`config.mk`:
```
export PLATFORM = sky130hd
export DESIGN_NAME = serial_flow_control
export DESIGN_NICKNAME = d
export VERILOG_FILES = /design/src/shared/serial_flow_pkg.sv /design/src/hdl/serial_flow_control.sv
export VERILOG_INCLUDE_DIRS = /design/src /design/src/shared
export SDC_FILE = /design/constraint.sdc
export NUM_CORES = 1
export LEC_CHECK = 0
export BUFFER_PORTS_ARGS = -buffer_cell sky130_fd_sc_hd__buf_4
export CORE_ASPECT_RATIO = 1.2
export CORE_UTILIZATION = 55
export DETAILED_ROUTE_END_ITERATION = 10
export GPL_ROUTABILITY_DRIVEN = 0
export PLACE_DENSITY = 0.76
export SETUP_SLACK_MARGIN = 0.1
export SLEW_MARGIN = 30
export SYNTH_ARGS = -nofsm -noshare
export SYNTH_HDL_FRONTEND = slang
export SYNTH_SLANG_ARGS = --single-unit
export TNS_END_PERCENT = 20
```
`constraint.sdc`:
```
create_clock -name I_MCLK -period 3.5 [get_ports I_MCLK]
set_input_delay 0.525 -clock I_MCLK [delete_from_list [all_inputs] [get_ports I_MCLK]]
set_output_delay 0.525 -clock I_MCLK [all_outputs]
set_load 0.1 [all_outputs]
```
`src/shared/serial_flow_regs.svh`:
```
// constants for the serial flow-control block
// assumes 8-bit characters handed over by an external shifter
`ifndef SERIAL_FLOW_REGS_SVH
`define SERIAL_FLOW_REGS_SVH

`define SFC_PAUSE_CHR 8'h13
`define SFC_RESUME_CHR 8'h11
`define SFC_DATA_W 8
`define SFC_FIFO_DEPTH 8

`endif

```
`src/shared/serial_flow_pkg.sv`:
```
// types shared by the serial flow-control block
// assumes nothing beyond the constants header
package serial_flow_pkg;

	typedef enum logic [1:0] {
		PORT_RS232 = 2'b00,
		PORT_RS422 = 2'b01,
		PORT_RS485 = 2'b10
	} port_mode_type;

	typedef enum logic [2:0] {
		FLOW_NONE = 3'b000,
		FLOW_INBAND = 3'b001,
		FLOW_MODEM = 3'b010,
		FLOW_CROSS = 3'b011,
		FLOW_DTR = 3'b100
	} flow_mode_type;

	typedef enum logic [1:0] {
		OUT_IDLE = 2'b00,
		OUT_DATA = 2'b01,
		OUT_CTRL = 2'b10
	} out_state_type;

	typedef struct packed {
		logic valid;
		logic [7:0] data;
	} chr_type;

endpackage : serial_flow_pkg

```
`src/hdl/serial_flow_control.sv`:
```
// flow control for one serial port: in-band pause/resume and rts/cts/dtr handshaking
// assumes an external shifter/deserializer on I_MCLK exchanging whole characters
//
// Contract
// - pause character is byte 19; receiving it suspends our transmitter.
// - resume character is byte 17; receiving it lets a paused transmitter resume.
// - when we must postpone input, send pause; when ready again, send resume.
// - a pause stops only traffic toward its issuer; the other direction continues.
// - classic handshake: rts asserted while we have data waiting to send.
// - data characters start only while clear-to-send is asserted.
// - null-modem: our rts means we can receive; peer rts feeds our cts.
// - port mode rs232, rs422 or rs485; cleared configuration gives rs232.
// - with rts looped back, dtr flags acceptance and dsr gates sending.
`timescale 1ns/1ps
`default_nettype none
`include "serial_flow_regs.svh"

module sfc_fifo #(
	parameter int WIDTH = `SFC_DATA_W,
	parameter int DEPTH = `SFC_FIFO_DEPTH
) (
	input wire logic i_clk,
	input wire logic i_rst,
	input wire logic i_ce,
	input wire logic i_valid,
	input wire logic [WIDTH-1:0] i_data,
	output logic o_ready,
	output logic o_valid,
	output logic [WIDTH-1:0] o_data,
	input wire logic i_ready
);
	localparam int AW = $clog2(DEPTH);
	logic [WIDTH-1:0] mem_q [DEPTH];
	logic [WIDTH-1:0] mem_d [DEPTH];
	logic [AW-1:0] wr_q, wr_d, rd_q, rd_d;
	logic [AW:0] cnt_q, cnt_d;
	logic push, pop;

	function automatic logic [AW-1:0] bump(input logic [AW-1:0] p);
		bump = (p == AW'(DEPTH - 1)) ? '0 : p + 1'b1;
	endfunction : bump

	assign o_ready = i_ce && (cnt_q != (AW + 1)'(DEPTH));
	assign o_valid = i_ce && (cnt_q != '0);
	assign o_data = mem_q[rd_q];
	assign push = i_valid && o_ready;
	assign pop = o_valid && i_ready;

	always_comb begin
		mem_d = mem_q;
		wr_d = wr_q;
		rd_d = rd_q;
		cnt_d = cnt_q;
		if (push) begin
			mem_d[wr_q] = i_data;
			wr_d = bump(wr_q);
		end
		if (pop) begin
			rd_d = bump(rd_q);
		end
		if (push && !pop) begin
			cnt_d = cnt_q + 1'b1;
		end else if (pop && !push) begin
			cnt_d = cnt_q - 1'b1;
		end
	end

	always_ff @(posedge i_clk) begin
		if (i_rst) begin
			wr_q <= '0;
			rd_q <= '0;
			cnt_q <= '0;
		end else if (i_ce) begin
			wr_q <= wr_d;
			rd_q <= rd_d;
			cnt_q <= cnt_d;
		end
		if (i_ce) begin
			mem_q <= mem_d;
		end
	end
endmodule : sfc_fifo

module serial_flow_control (
	input wire logic I_MCLK,
	input wire logic I_RST,
	input wire logic I_CE,
	input wire logic I_CFG_CLEAR,
	input wire logic I_MODE_LOAD,
	input wire serial_flow_pkg::port_mode_type I_MODE,
	input wire serial_flow_pkg::flow_mode_type I_FLOW,
	output serial_flow_pkg::port_mode_type O_MODE,
	input wire logic I_TX_VALID,
	input wire logic [7:0] I_TX_DATA,
	output logic O_TX_READY,
	output logic O_CHR_VALID,
	output logic [7:0] O_CHR_DATA,
	input wire logic I_CHR_READY,
	input wire serial_flow_pkg::chr_type I_RXC,
	output serial_flow_pkg::chr_type O_RX,
	input wire logic I_RX_HOLD,
	input wire logic I_CTS,
	input wire logic I_DSR,
	output logic O_RTS,
	output logic O_DTR,
	output logic O_TX_PAUSED
);
	serial_flow_pkg::port_mode_type mode_q, mode_d;
	serial_flow_pkg::out_state_type state_q, state_d;
	serial_flow_pkg::chr_type rx_q, rx_d;
	logic [7:0] chr_q, chr_d;
	// bit 0 cts, bit 1 dsr
	logic [1:0] s1_q, s2_q, s3_q, pin_q, pin_d;
	logic paused_q, paused_d, told_q, told_d, rts_q, rts_d, dtr_q, dtr_d;
	logic inband, is_pause, is_resume, flow_chr, link_ok, free, ctl_due;
	logic fifo_valid, fifo_pop;
	logic [7:0] fifo_data;

	sfc_fifo #(.WIDTH(`SFC_DATA_W), .DEPTH(`SFC_FIFO_DEPTH)) tx_fifo (
		.i_clk(I_MCLK),
		.i_rst(I_RST),
		.i_ce(I_CE),
		.i_valid(I_TX_VALID),
		.i_data(I_TX_DATA),
		.o_ready(O_TX_READY),
		.o_valid(fifo_valid),
		.o_data(fifo_data),
		.i_ready(fifo_pop)
	);

	assign inband = (I_FLOW == serial_flow_pkg::FLOW_INBAND);
	assign is_pause = I_RXC.valid && (I_RXC.data == `SFC_PAUSE_CHR);
	assign is_resume = I_RXC.valid && (I_RXC.data == `SFC_RESUME_CHR);
	// payload bytes equal to the codes would be eaten here, so the far end must avoid them
	assign flow_chr = inband && (is_pause || is_resume);

	// a received pause only gates our sending; reception below is untouched
	always_comb begin
		case (I_FLOW)
			serial_flow_pkg::FLOW_NONE: link_ok = 1'b1;
			serial_flow_pkg::FLOW_INBAND: link_ok = !paused_q;
			serial_flow_pkg::FLOW_MODEM: link_ok = pin_q[0];
			serial_flow_pkg::FLOW_CROSS: link_ok = pin_q[0];
			serial_flow_pkg::FLOW_DTR: link_ok = pin_q[1];
			default: link_ok = 1'b0;
		endcase
	end

	// control characters bypass the pause so a paused link with no data character withheld in chr_q can still be told to stop
	assign O_CHR_VALID = I_CE && ((state_q == serial_flow_pkg::OUT_CTRL)
		|| (state_q == serial_flow_pkg::OUT_DATA && link_ok));
	assign O_CHR_DATA = chr_q;
	assign free = (state_q == serial_flow_pkg::OUT_IDLE) || (O_CHR_VALID && I_CHR_READY);
	assign ctl_due = inband && (I_RX_HOLD != told_q);
	// the character already taken by the shifter finishes; nothing new leaves while held
	assign fifo_pop = I_CE && free && !ctl_due && link_ok && fifo_valid;
	assign O_MODE = mode_q;
	assign O_RX = rx_q;
	assign O_RTS = rts_q;
	assign O_DTR = dtr_q;
	assign O_TX_PAUSED = paused_q;

	always_comb begin
		mode_d = mode_q;
		if (I_CFG_CLEAR) begin
			mode_d = serial_flow_pkg::PORT_RS232;
		end else if (I_MODE_LOAD && I_MODE != 2'h3) begin
			mode_d = I_MODE;
		end
		// a pin change counts once the second and third stages agree
		pin_d = (s2_q & s3_q) | (pin_q & (s2_q ^ s3_q));
		paused_d = paused_q;
		if (!inband) begin
			paused_d = 1'b0;
		end else if (is_pause) begin
			paused_d = 1'b1;
		end else if (is_resume) begin
			paused_d = 1'b0;
		end
		rx_d.valid = I_RXC.valid && !flow_chr;
		rx_d.data = I_RXC.valid ? I_RXC.data : rx_q.data;
		state_d = state_q;
		chr_d = chr_q;
		told_d = inband ? told_q : 1'b0;
		if (free) begin
			if (ctl_due) begin
				state_d = serial_flow_pkg::OUT_CTRL;
				chr_d = I_RX_HOLD ? `SFC_PAUSE_CHR : `SFC_RESUME_CHR;
				told_d = I_RX_HOLD;
			end else if (fifo_pop) begin
				state_d = serial_flow_pkg::OUT_DATA;
				chr_d = fifo_data;
			end else begin
				state_d = serial_flow_pkg::OUT_IDLE;
			end
		end
		case (I_FLOW)
			serial_flow_pkg::FLOW_MODEM: rts_d = fifo_valid
				|| (state_q == serial_flow_pkg::OUT_DATA);
			serial_flow_pkg::FLOW_CROSS: rts_d = !I_RX_HOLD;
			default: rts_d = 1'b1; // looped back in dtr mode, so it must not gate
		endcase
		dtr_d = (I_FLOW == serial_flow_pkg::FLOW_DTR) ? !I_RX_HOLD : 1'b1;
	end

	always_ff @(posedge I_MCLK) begin
		if (I_RST) begin
			mode_q <= serial_flow_pkg::PORT_RS232;
			state_q <= serial_flow_pkg::OUT_IDLE;
			chr_q <= 8'h00;
			rx_q <= '0;
			s1_q <= 2'h0;
			s2_q <= 2'h0;
			s3_q <= 2'h0;
			pin_q <= 2'h0;
			paused_q <= 1'b0;
			told_q <= 1'b0;
			rts_q <= 1'b0;
			dtr_q <= 1'b0;
		end else if (I_CE) begin
			mode_q <= mode_d;
			state_q <= state_d;
			chr_q <= chr_d;
			rx_q <= rx_d;
			s1_q <= {I_DSR, I_CTS};
			s2_q <= s1_q;
			s3_q <= s2_q;
			pin_q <= pin_d;
			paused_q <= paused_d;
			told_q <= told_d;
			rts_q <= rts_d;
			dtr_q <= dtr_d;
		end
	end

	a_pause_code: assert property (@(posedge I_MCLK) disable iff (I_RST)
		I_CE && inband && I_RXC.valid && I_RXC.data == `SFC_PAUSE_CHR |=> O_TX_PAUSED)
		else $error("pause character did not pause the transmitter");

	a_resume_code: assert property (@(posedge I_MCLK) disable iff (I_RST)
		I_CE && inband && I_RXC.valid && I_RXC.data == `SFC_RESUME_CHR |=> !O_TX_PAUSED)
		else $error("resume character did not release the transmitter");

	a_hold_sends_pause: assert property (@(posedge I_MCLK) disable iff (I_RST)
		I_CE && inband && I_RX_HOLD && !told_q && free
		|=> state_q == serial_flow_pkg::OUT_CTRL && O_CHR_DATA == `SFC_PAUSE_CHR)
		else $error("hold did not queue a pause character");

	a_pause_one_way: assert property (@(posedge I_MCLK) disable iff (I_RST)
		I_CE && paused_q && I_RXC.valid && I_RXC.data != `SFC_PAUSE_CHR
		&& I_RXC.data != `SFC_RESUME_CHR
		|=> O_RX.valid && O_RX.data == $past(I_RXC.data))
		else $error("reception stalled while transmitter paused");

	a_rts_request: assert property (@(posedge I_MCLK) disable iff (I_RST)
		I_CE && I_FLOW == serial_flow_pkg::FLOW_MODEM && fifo_valid |=> O_RTS)
		else $error("rts low while data waits");

	a_cts_gates: assert property (@(posedge I_MCLK) disable iff (I_RST)
		I_FLOW == serial_flow_pkg::FLOW_MODEM && O_CHR_VALID
		&& state_q == serial_flow_pkg::OUT_DATA |-> pin_q[0])
		else $error("data offered without clear-to-send");

	a_cross_ready: assert property (@(posedge I_MCLK) disable iff (I_RST)
		I_CE && I_FLOW == serial_flow_pkg::FLOW_CROSS |=> O_RTS == !$past(I_RX_HOLD))
		else $error("null-modem rts does not follow receive readiness");

	a_mode_clear: assert property (@(posedge I_MCLK) disable iff (I_RST)
		I_CE && I_CFG_CLEAR |=> O_MODE == serial_flow_pkg::PORT_RS232)
		else $error("cleared configuration did not give rs232");

	a_dtr_accept: assert property (@(posedge I_MCLK) disable iff (I_RST)
		I_CE && I_FLOW == serial_flow_pkg::FLOW_DTR && I_RX_HOLD |=> !O_DTR)
		else $error("dtr high while not accepting");

	a_pause_holds: assert property (@(posedge I_MCLK) disable iff (I_RST)
		inband && paused_q |-> !fifo_pop)
		else $error("new character left while paused");

	a_flow_consumed: assert property (@(posedge I_MCLK) disable iff (I_RST)
		I_CE && inband && (is_pause || is_resume) |=> !O_RX.valid)
		else $error("flow character reached receive data");

	a_resume_sent: assert property (@(posedge I_MCLK) disable iff (I_RST)
		I_CE && inband && !I_RX_HOLD && told_q && free
		|=> state_q == serial_flow_pkg::OUT_CTRL && O_CHR_DATA == `SFC_RESUME_CHR)
		else $error("release did not queue a resume character");

	a_ctrl_offered: assert property (@(posedge I_MCLK) disable iff (I_RST)
		I_CE && state_q == serial_flow_pkg::OUT_CTRL |-> O_CHR_VALID)
		else $error("control character not offered");

	a_cross_gates: assert property (@(posedge I_MCLK) disable iff (I_RST)
		I_FLOW == serial_flow_pkg::FLOW_CROSS && O_CHR_VALID
		&& state_q == serial_flow_pkg::OUT_DATA |-> pin_q[0])
		else $error("null-modem data offered while peer not receiving");

	a_dsr_gates: assert property (@(posedge I_MCLK) disable iff (I_RST)
		I_FLOW == serial_flow_pkg::FLOW_DTR && O_CHR_VALID
		&& state_q == serial_flow_pkg::OUT_DATA |-> pin_q[1])
		else $error("data offered while peer not accepting");

	a_data_kept: assert property (@(posedge I_MCLK) disable iff (I_RST)
		I_CE && state_q == serial_flow_pkg::OUT_DATA && !(O_CHR_VALID && I_CHR_READY)
		|=> state_q == serial_flow_pkg::OUT_DATA && $stable(O_CHR_DATA))
		else $error("withheld data character was dropped");
endmodule : serial_flow_control

`default_nettype wire

```
==> summary.md, run 1 <==
| Metric | Value |
|---|---|
| Status | complete, but fails checks |
| Violated checks | DRC |
| CTS H-tree lvls | 3 |
| WP data required | 3770 ps |
| Pwr Density | 454.9 nW/um2 |
| Clk_skew | 11.89 ps |
| Diode count | 0 |
| # setup viols final | 0 |
| Root buf cell | clkbuf_8 |
| Most used DFF post-synth | edfxtp_1 |
| Setup TNS | 0 ps |
| CTS Buf Count | 9 |
| WP data arrival | 3020 ps |
| Unrepaired setup endpoints after global routing | false |
| # nets final | 434 |
| Yosys warning total | 0 |
| Largest net degree at the start of global routing | 45 |
| Number of I/O port buffers | 55 |
| Fmax | 0.3633 GHz |
| Grt ovf | 0 |
| Resized Gates After CTS | 0 |
| Worst Reg-to-Reg Cells | 11 |
| CTS tree | done |
| DR vias/cell | 5.757 |
| Leak pwr | 1.907 nW |
| Switching power share of the total | 26.96% |
| Global-route wire length before repair | 13500 um |
| CP max-delay cell | buf_4 |
| Crit Path Max Fanout | 30 |
| Number of global-route vias before repair | 2751 |
| Yosys top cell by area | edfxtp_1 |
| Pins Over Slew Limit | 0 |
| Reg clk slew, reported paths | 110 ps |
| Synthesized area per cell | 13.48 um2 |
| Starting DRT DRC Count | 136 |
| Synth area leaders | edfxtp_1 (43%), dfxtp_1 (19%), mux4_2 (8.1%) |
| Yosys top cell area share | 43.22% |
| Post-Synthesis Cells | 330 |
| Psw | 637.7 uW |
| Synthesized flop and latch total | 107 |
| I/O pin count | 56 |
| Logic gate share of total power | 10.8% |
| Fin crit share | 78.64% |
| Final Hold Viols | 0 |
| Cell variety after synth | 48 |
| # DRC | 14 |
| Setup crit start kind | primary input |
| Worst hold path type | primary input to flip-flop |
| Global Route Usage Sum | 21.18% |
| CP endpoint kind | flip-flop |
| Commonest cells in the netlist | edfxtp_1 (64), dfxtp_1 (43), nor2_1 (34) |
| Slew @ Worst Pin | 702.2 ps |
| Async SR Flop Fraction | 0% |
| Core area | 7751 um2 |
| Fraction of layout cells with a size suffix above 1 | 27.71% |
| Overall via count from detail_route | 2815 |
| Die W | 84.08 um |
| Die height | 100.5 um |
| Worst path max stage delay | 300 ps |
| Dpl hpwl | 5665 um |
| Sequential share of power | 58.2% |
| Routed len/inst | 16.71 um |
| Most frequent cell after synthesis | edfxtp_1 |
| Antenna viol nets, final | 0 |
| Max Root-Sink Buffers | 2 |
| Reg-to-Reg Start | pin_q[1] |
| Hold Crit Start | I_TX_DATA[6] |
| Cell Area, Placed | 4997 um2 |
| Core Rows | 35 |
| Layout area overhead | 16.94% |
| Crit path max-delay family | compound AO/OA/AOI/OAI gates |
| Clk sink count | 107 |
| Netlist Area Pre-Place | 4447 um2 |
| Die area | 8450 um2 |
| Slew Limit Headroom | 53.12% |
| Post-layout util | 67.09% |
| Buf/Inv on CP | 4 |
| Number of synthesized flops with an enable pin | 64 |
| DRT Wirelength | 8172 um |
| Post-route cell area | 5200 um2 |
| Sequential share of the synthesized area | 62.58% |
| Detailed Routing Iterations Pass 1 | 9 |
| Initial antenna violation count | 0 |
| R2r endpoint | tx_fifo.cnt_q[3] |
| Worst Setup Path Type | primary input to flip-flop |
| Design Power | 2.365 mW |
| Fin crit period | 2753 ps |
| VDD IR max | 0.3225 mV |
| Hold_buf cts | 0 |
| Maxcap violations | 0 |
| Internal power | 1.728 mW |
| Worst skew pair latency | 370 ps |
| R2R Setup Slk | 800 ps |
| WHS Path Cells | 1 |
| Clock power share | 31.0% |
| Initial core utilization | 57.37% |
| Setup Fix Bufs, Post-CTS | 0 |
| Worst Hold Endpoint | tx_fifo.mem_q[62] |
| Syn Nets | 372 |
| CP Cell Sequence | buf_4 -> inv_1 -> a21oi_2 -> nand2_1 -> inv_2 -> ha_1 -> inv_1 -> ha_1 -> a21o_1 -> a21oi_1 -> xnor2_1 -> a21oi_1 -> a31o_2 |
power by group through the flow:
stage / Clock (mW) / Combinational [mW] / Sequential (mW)
after CTS: 0.750 / 0.258 / 1.38
after global placement: 0 / 0.252 / 1.40
after floorplan: 0 / 0.108 / 1.47
after detailed placement: 0 / 0.257 / 1.41
final: 0.732 / 0.256 / 1.38
after global routing: 0.793 / 0.276 / 1.38
state kept, by name (all words and copies together), names as in the netlist, 3 cells and up:
name,flops
tx_fifo.cnt_q,4
tx_fifo.mem_q,64
O_CHR_DATA,8
tx_fifo.rd_q,3
tx_fifo.wr_q,3
O_RX,9
worst register-to-register path, cell delays in order (launching register included):
cell and delay, ps:
dfxtp_1 350, or3b_4 420, a31oi_4 190, o2111ai_2 160, ha_1 220, inv_1 140, ha_1 260, a21o_1 170
a21oi_1 160, xnor2_1 170, a21oi_1 120, a31o_2 240
per-layer routing:
layer	vias to the layer above	share of wire [%]	track usage (%)
met1	1377	43	26.29
met3	12	4.1	3.604
met4	0	1.8	9.682
met2	63	51	36.63
met5	-	0	0
li1	1363	-	-
cell type report:
class	instances	area [um2]
clock buffer	9	123.9
clock inverter	7	78.83
fill	568	2551
inverter	6	22.52
multi-input combinational	202	1582
sequential	107	2783
tap	92	115.1
timing repair buffer	66	495.5
metrics by stage:
| stage | cells | setup WS (ps) | hold WS (ps) |
|---|---|---|---|
| 5_1_grt | 489 | 581.5 | 365.2 |
| 2_1_floorplan | 330 | 116.2 | 444.5 |
| 6_report | 489 | 747.5 | 374.6 |
| 4_1_cts | 489 | 781.0 | 359.0 |
| 3_3_place_gp | 473 | 503.6 | 444.8 |
| 3_5_place_dp | 473 | 422.3 | 446.6 |
worst max path at each step:
| stage | from | end | slack (ps) | cells past startpoint |
|---|---|---|---|---|
| 2_1_floorplan | I_CE | tx_fifo.cnt_q[3] | 120 | 12 |
| 3_3_place_gp | I_CE | tx_fifo.cnt_q[3] | 500 | 13 |
| 3_5_place_dp | I_CE | tx_fifo.cnt_q[3] | 420 | 13 |
| 4_1_cts | I_CE | tx_fifo.cnt_q[3] | 780 | 13 |
| 5_1_grt | I_CE | tx_fifo.cnt_q[3] | 580 | 13 |
| 6_report | I_CE | tx_fifo.cnt_q[3] | 750 | 13 |
layout by cell type (no fill, tap or decap), types with 2 or more instances in the layout:
cell	synthesis	layout
a211oi_1	4	4
a21oi_1	27	26
a2bb2oi_1	5	5
a31oi_4	2	2
buf_4	1	66
clkbuf_8	0	9
clkinv_4	0	3
clkinv_8	0	2
dfxtp_1	43	43
edfxtp_1	64	64
ha_1	9	9
inv_1	5	5
mux2_2	2	2
mux2i_1	16	16
mux4_2	16	16
nand2_1	25	25
nand2b_1	5	5
nand3_1	9	9
nand4_1	2	2
nor2_1	34	34
nor2b_1	5	5
nor3_1	9	9
o21ai_0	5	5
or3_1	2	2
xnor2_1	3	3
cell families after synthesis:
family / Yosys count / synth area share (%)
buffers and inverters: 21 / 1.941
adders and majority gates: 10 / 2.983
muxes: 35 / 12.46
xor gates and xnor gates: 4 / 0.7880
DFF: 107 / 62.58
and+or+nand+nor: 101 / 10.95
AOI/OAI and AO/OA: 52 / 8.300
No activity file was read; power rests on OpenSTA's default activity.
==> inputs of run 2 (changes only) <==
==> constraint.sdc (replaced) <==
create_clock -name I_MCLK -period 2.77 [get_ports I_MCLK]
set_input_delay 0.4155 -clock I_MCLK [delete_from_list [all_inputs] [get_ports I_MCLK]]
set_output_delay 0.4155 -clock I_MCLK [all_outputs]
set_load 0.1 [all_outputs]
==> run 2 against run 1 <==
The flow still finishes with violations (DRC). Sequential share of layout area is 0.48 points lower. Via count is 0.99% higher. Global-route usage is 0.16 points higher. Clock power is 27% higher. Clock skew is 2.4 ps lower. Largest cell class unchanged. Highest routed layer unchanged.
==> summary.md, run 2 (same netlist as run 1, synthesis figures left out) <==
| Metric | Value |
|---|---|
| Overall via count from detail_route | 2843 (+0.99%) |
| Unrepaired setup endpoints after global routing | false |
| Die area | 8450 um2 (unchanged) |
| Core area | 7751 um2 (unchanged) |
| WL met2 | 4241 um (+1.3%) |
| WHS | 260.1 ps (-114.5 ps) |
| CP endpoint kind | flip-flop |
| Largest net degree at the start of global routing | 45 (unchanged) |
| Logic gate share of total power | 11.1% (+0.3 points) |
| Register area | 2788 um2 (+0.18%) |
| Multi-input logic area | 1610 um2 (+1.8%) |
| DRT Wirelength | 8304 um (+1.6%) |
| Number of global-route vias before repair | 2758 (+0.25%) |
| # nets final | 438 (+0.92%) |
| Layout area overhead | 18.20% |
| Violated checks | DRC |
| Core Rows | 35 (unchanged) |
| Reg clk slew, reported paths | 110 ps (about the same) |
| Fin crit share | 90.93% |
| Worst skew pair latency | 370 ps (about the same) |
| WP data required | 3050 ps (-720 ps) |
| Fmax | 0.3970 GHz |
| Global-route wire length before repair | 13500 um (unchanged) |
| CTS H-tree lvls | 3 (unchanged) |
| Max reg flops | 64 (unchanged) |
| Leak pwr | 1.936 nW (+1.5%) |
| Commonest cells after routing, fill and taps aside | buf_4 (70), edfxtp_1 (64), dfxtp_1 (41) |
| DR vias/cell | 5.767 (+0.18%) |
| VDD IR max | 0.3850 mV (+19%) |
| CTS tree | done |
| Grt ovf | 0 (unchanged) |
| # setup viols final | 0 (unchanged) |
| WP data arrival | 2800 ps (-220 ps) |
| Initial core utilization | 57.37% (unchanged) |
| Number of I/O port buffers | 55 (unchanged) |
| # DRC | 18 (+4) |
| Routed len/inst | 16.84 um (+0.79%) |
| Pins Over Slew Limit | 0 (unchanged) |
| Antenna viol nets, final | 0 (unchanged) |
| Psw | 814.2 uW (+28%) |
| Die W | 84.08 um (unchanged) |
| I/O pin count | 56 (unchanged) |
| Setup Fix Bufs, Post-CTS | 0 (unchanged) |
| Diode count | 0 (unchanged) |
| Fraction of layout cells with a size suffix above 1 | 29.43% (+1.7 points) |
| Setup TNS | 0 ps (unchanged) |
| Commonest non-fill, non-tap cell in the layout | buf_4 |
| Slew @ Worst Pin | 605.2 ps (-96.94 ps) |
| Worst Setup Path Type | flip-flop to flip-flop |
| Setup crit start kind | flip-flop |
| Starting DRT DRC Count | 132 (-2.9%) |
| Top Layer Used | met4 |
| Internal power | 2.186 mW (+27%) |
| Met3 wire length | 469 um (+40%) |
| Root buf cell | clkbuf_8 |
| Sequential share of power | 57.9% (-0.3 points) |
| Resized Gates After CTS | 0 (unchanged) |
| Hold_buf cts | 0 (unchanged) |
| Maxcap violations | 0 (unchanged) |
| Pwr Density | 570.8 nW/um2 (+25%) |
| Status | complete, but fails checks |
| Die height | 100.5 um (unchanged) |
| Dpl hpwl | 5662 um (about the same) |
| Clk_skew | 9.472 ps (-2.419 ps) |
| Detailed Routing Iterations Pass 1 | 7 (-2) |
| Switching power share of the total | 27.14% (+0.18 points) |
| Slew Limit Headroom | 59.60% (+6.5 points) |
| Clock power share | 30.9% (about the same) |
| WL met1 | 3427 um (-2.2%) |
| Fillcell total | 568 (unchanged) |
| Top reg by flops | tx_fifo.mem_q |
| Global Route Usage Sum | 21.34% (+0.16 points) |
| Crit Path Max Fanout | 3 (-90%) |
| Worst hold path type | primary input to flip-flop |
| Clk sink count | 107 (unchanged) |
| Fin crit period | 2519 ps |
| Max Root-Sink Buffers | 2 (unchanged) |
| CTS Buf Count | 9 (unchanged) |
| Final Hold Viols | 0 (unchanged) |
| Initial antenna violation count | 0 (unchanged) |
[run 2: final timing paths]
kind | start | to | slack, ps | cells past startpoint
worst min register to register | O_RX[3] | O_RX[3] | 470 | 2
worst max-delay path | pin_q[1] | tx_fifo.cnt_q[3] | 250 | 11
worst min-delay path | I_TX_DATA[2] | tx_fifo.mem_q[26] | 260 | 1
worst max register to register | pin_q[1] | tx_fifo.cnt_q[3] | 250 | 11
[run 2: power groups by stage]
stage                     Clock, mW  Sequential [mW]  Combinational, mW
after detailed placement          0             1.77              0.334
after CTS                     0.949             1.74              0.335
final                         0.928             1.74              0.334
after floorplan                   0             1.86              0.140
after global placement            0             1.77              0.327
after global routing           1.01             1.74              0.359
[run 2: worst max-delay path, cell delays in order, from the launching register on]
cell,delay [ps]
dfxtp_2,340
or3b_4,410
a31oi_4,200
o2111ai_2,140
ha_1,200
inv_1,70
ha_1,230
a21o_1,180
a21oi_1,170
xnor2_1,170
a21oi_1,100
a31o_2,230
[run 2: cell type report]
cell class	instances	area share (%)
sequential	107	53.03
clock buffer	9	2.357
multi-input combinational	202	30.64
tap	92	2.190
clock inverter	7	1.357
inverter	6	0.4285
timing repair buffer	70	9.998
[run 2: per-stage QoR]
stage	power [mW]	utilization [%]	setup slack, ps	std cells	cell area (um2)
6_report	3.000	67.81	251.4	493	5256
5_1_grt	3.112	67.81	121.9	493	5256
3_3_place_gp	2.098	65.13	62.99	477	5049
3_5_place_dp	2.107	65.13	3.491	477	5049
2_1_floorplan	1.998	-	-17.12	330	4472
4_1_cts	3.021	67.65	163.9	493	5244
[run 2: layer usage]
layer / vias to the layer above / global-route usage (%)
li1: 1369 / -
met1: 1364 / 25.35
met2: 95 / 36.70
met3: 15 / 4.423
met4: 0 / 11.67
met5: - / 0
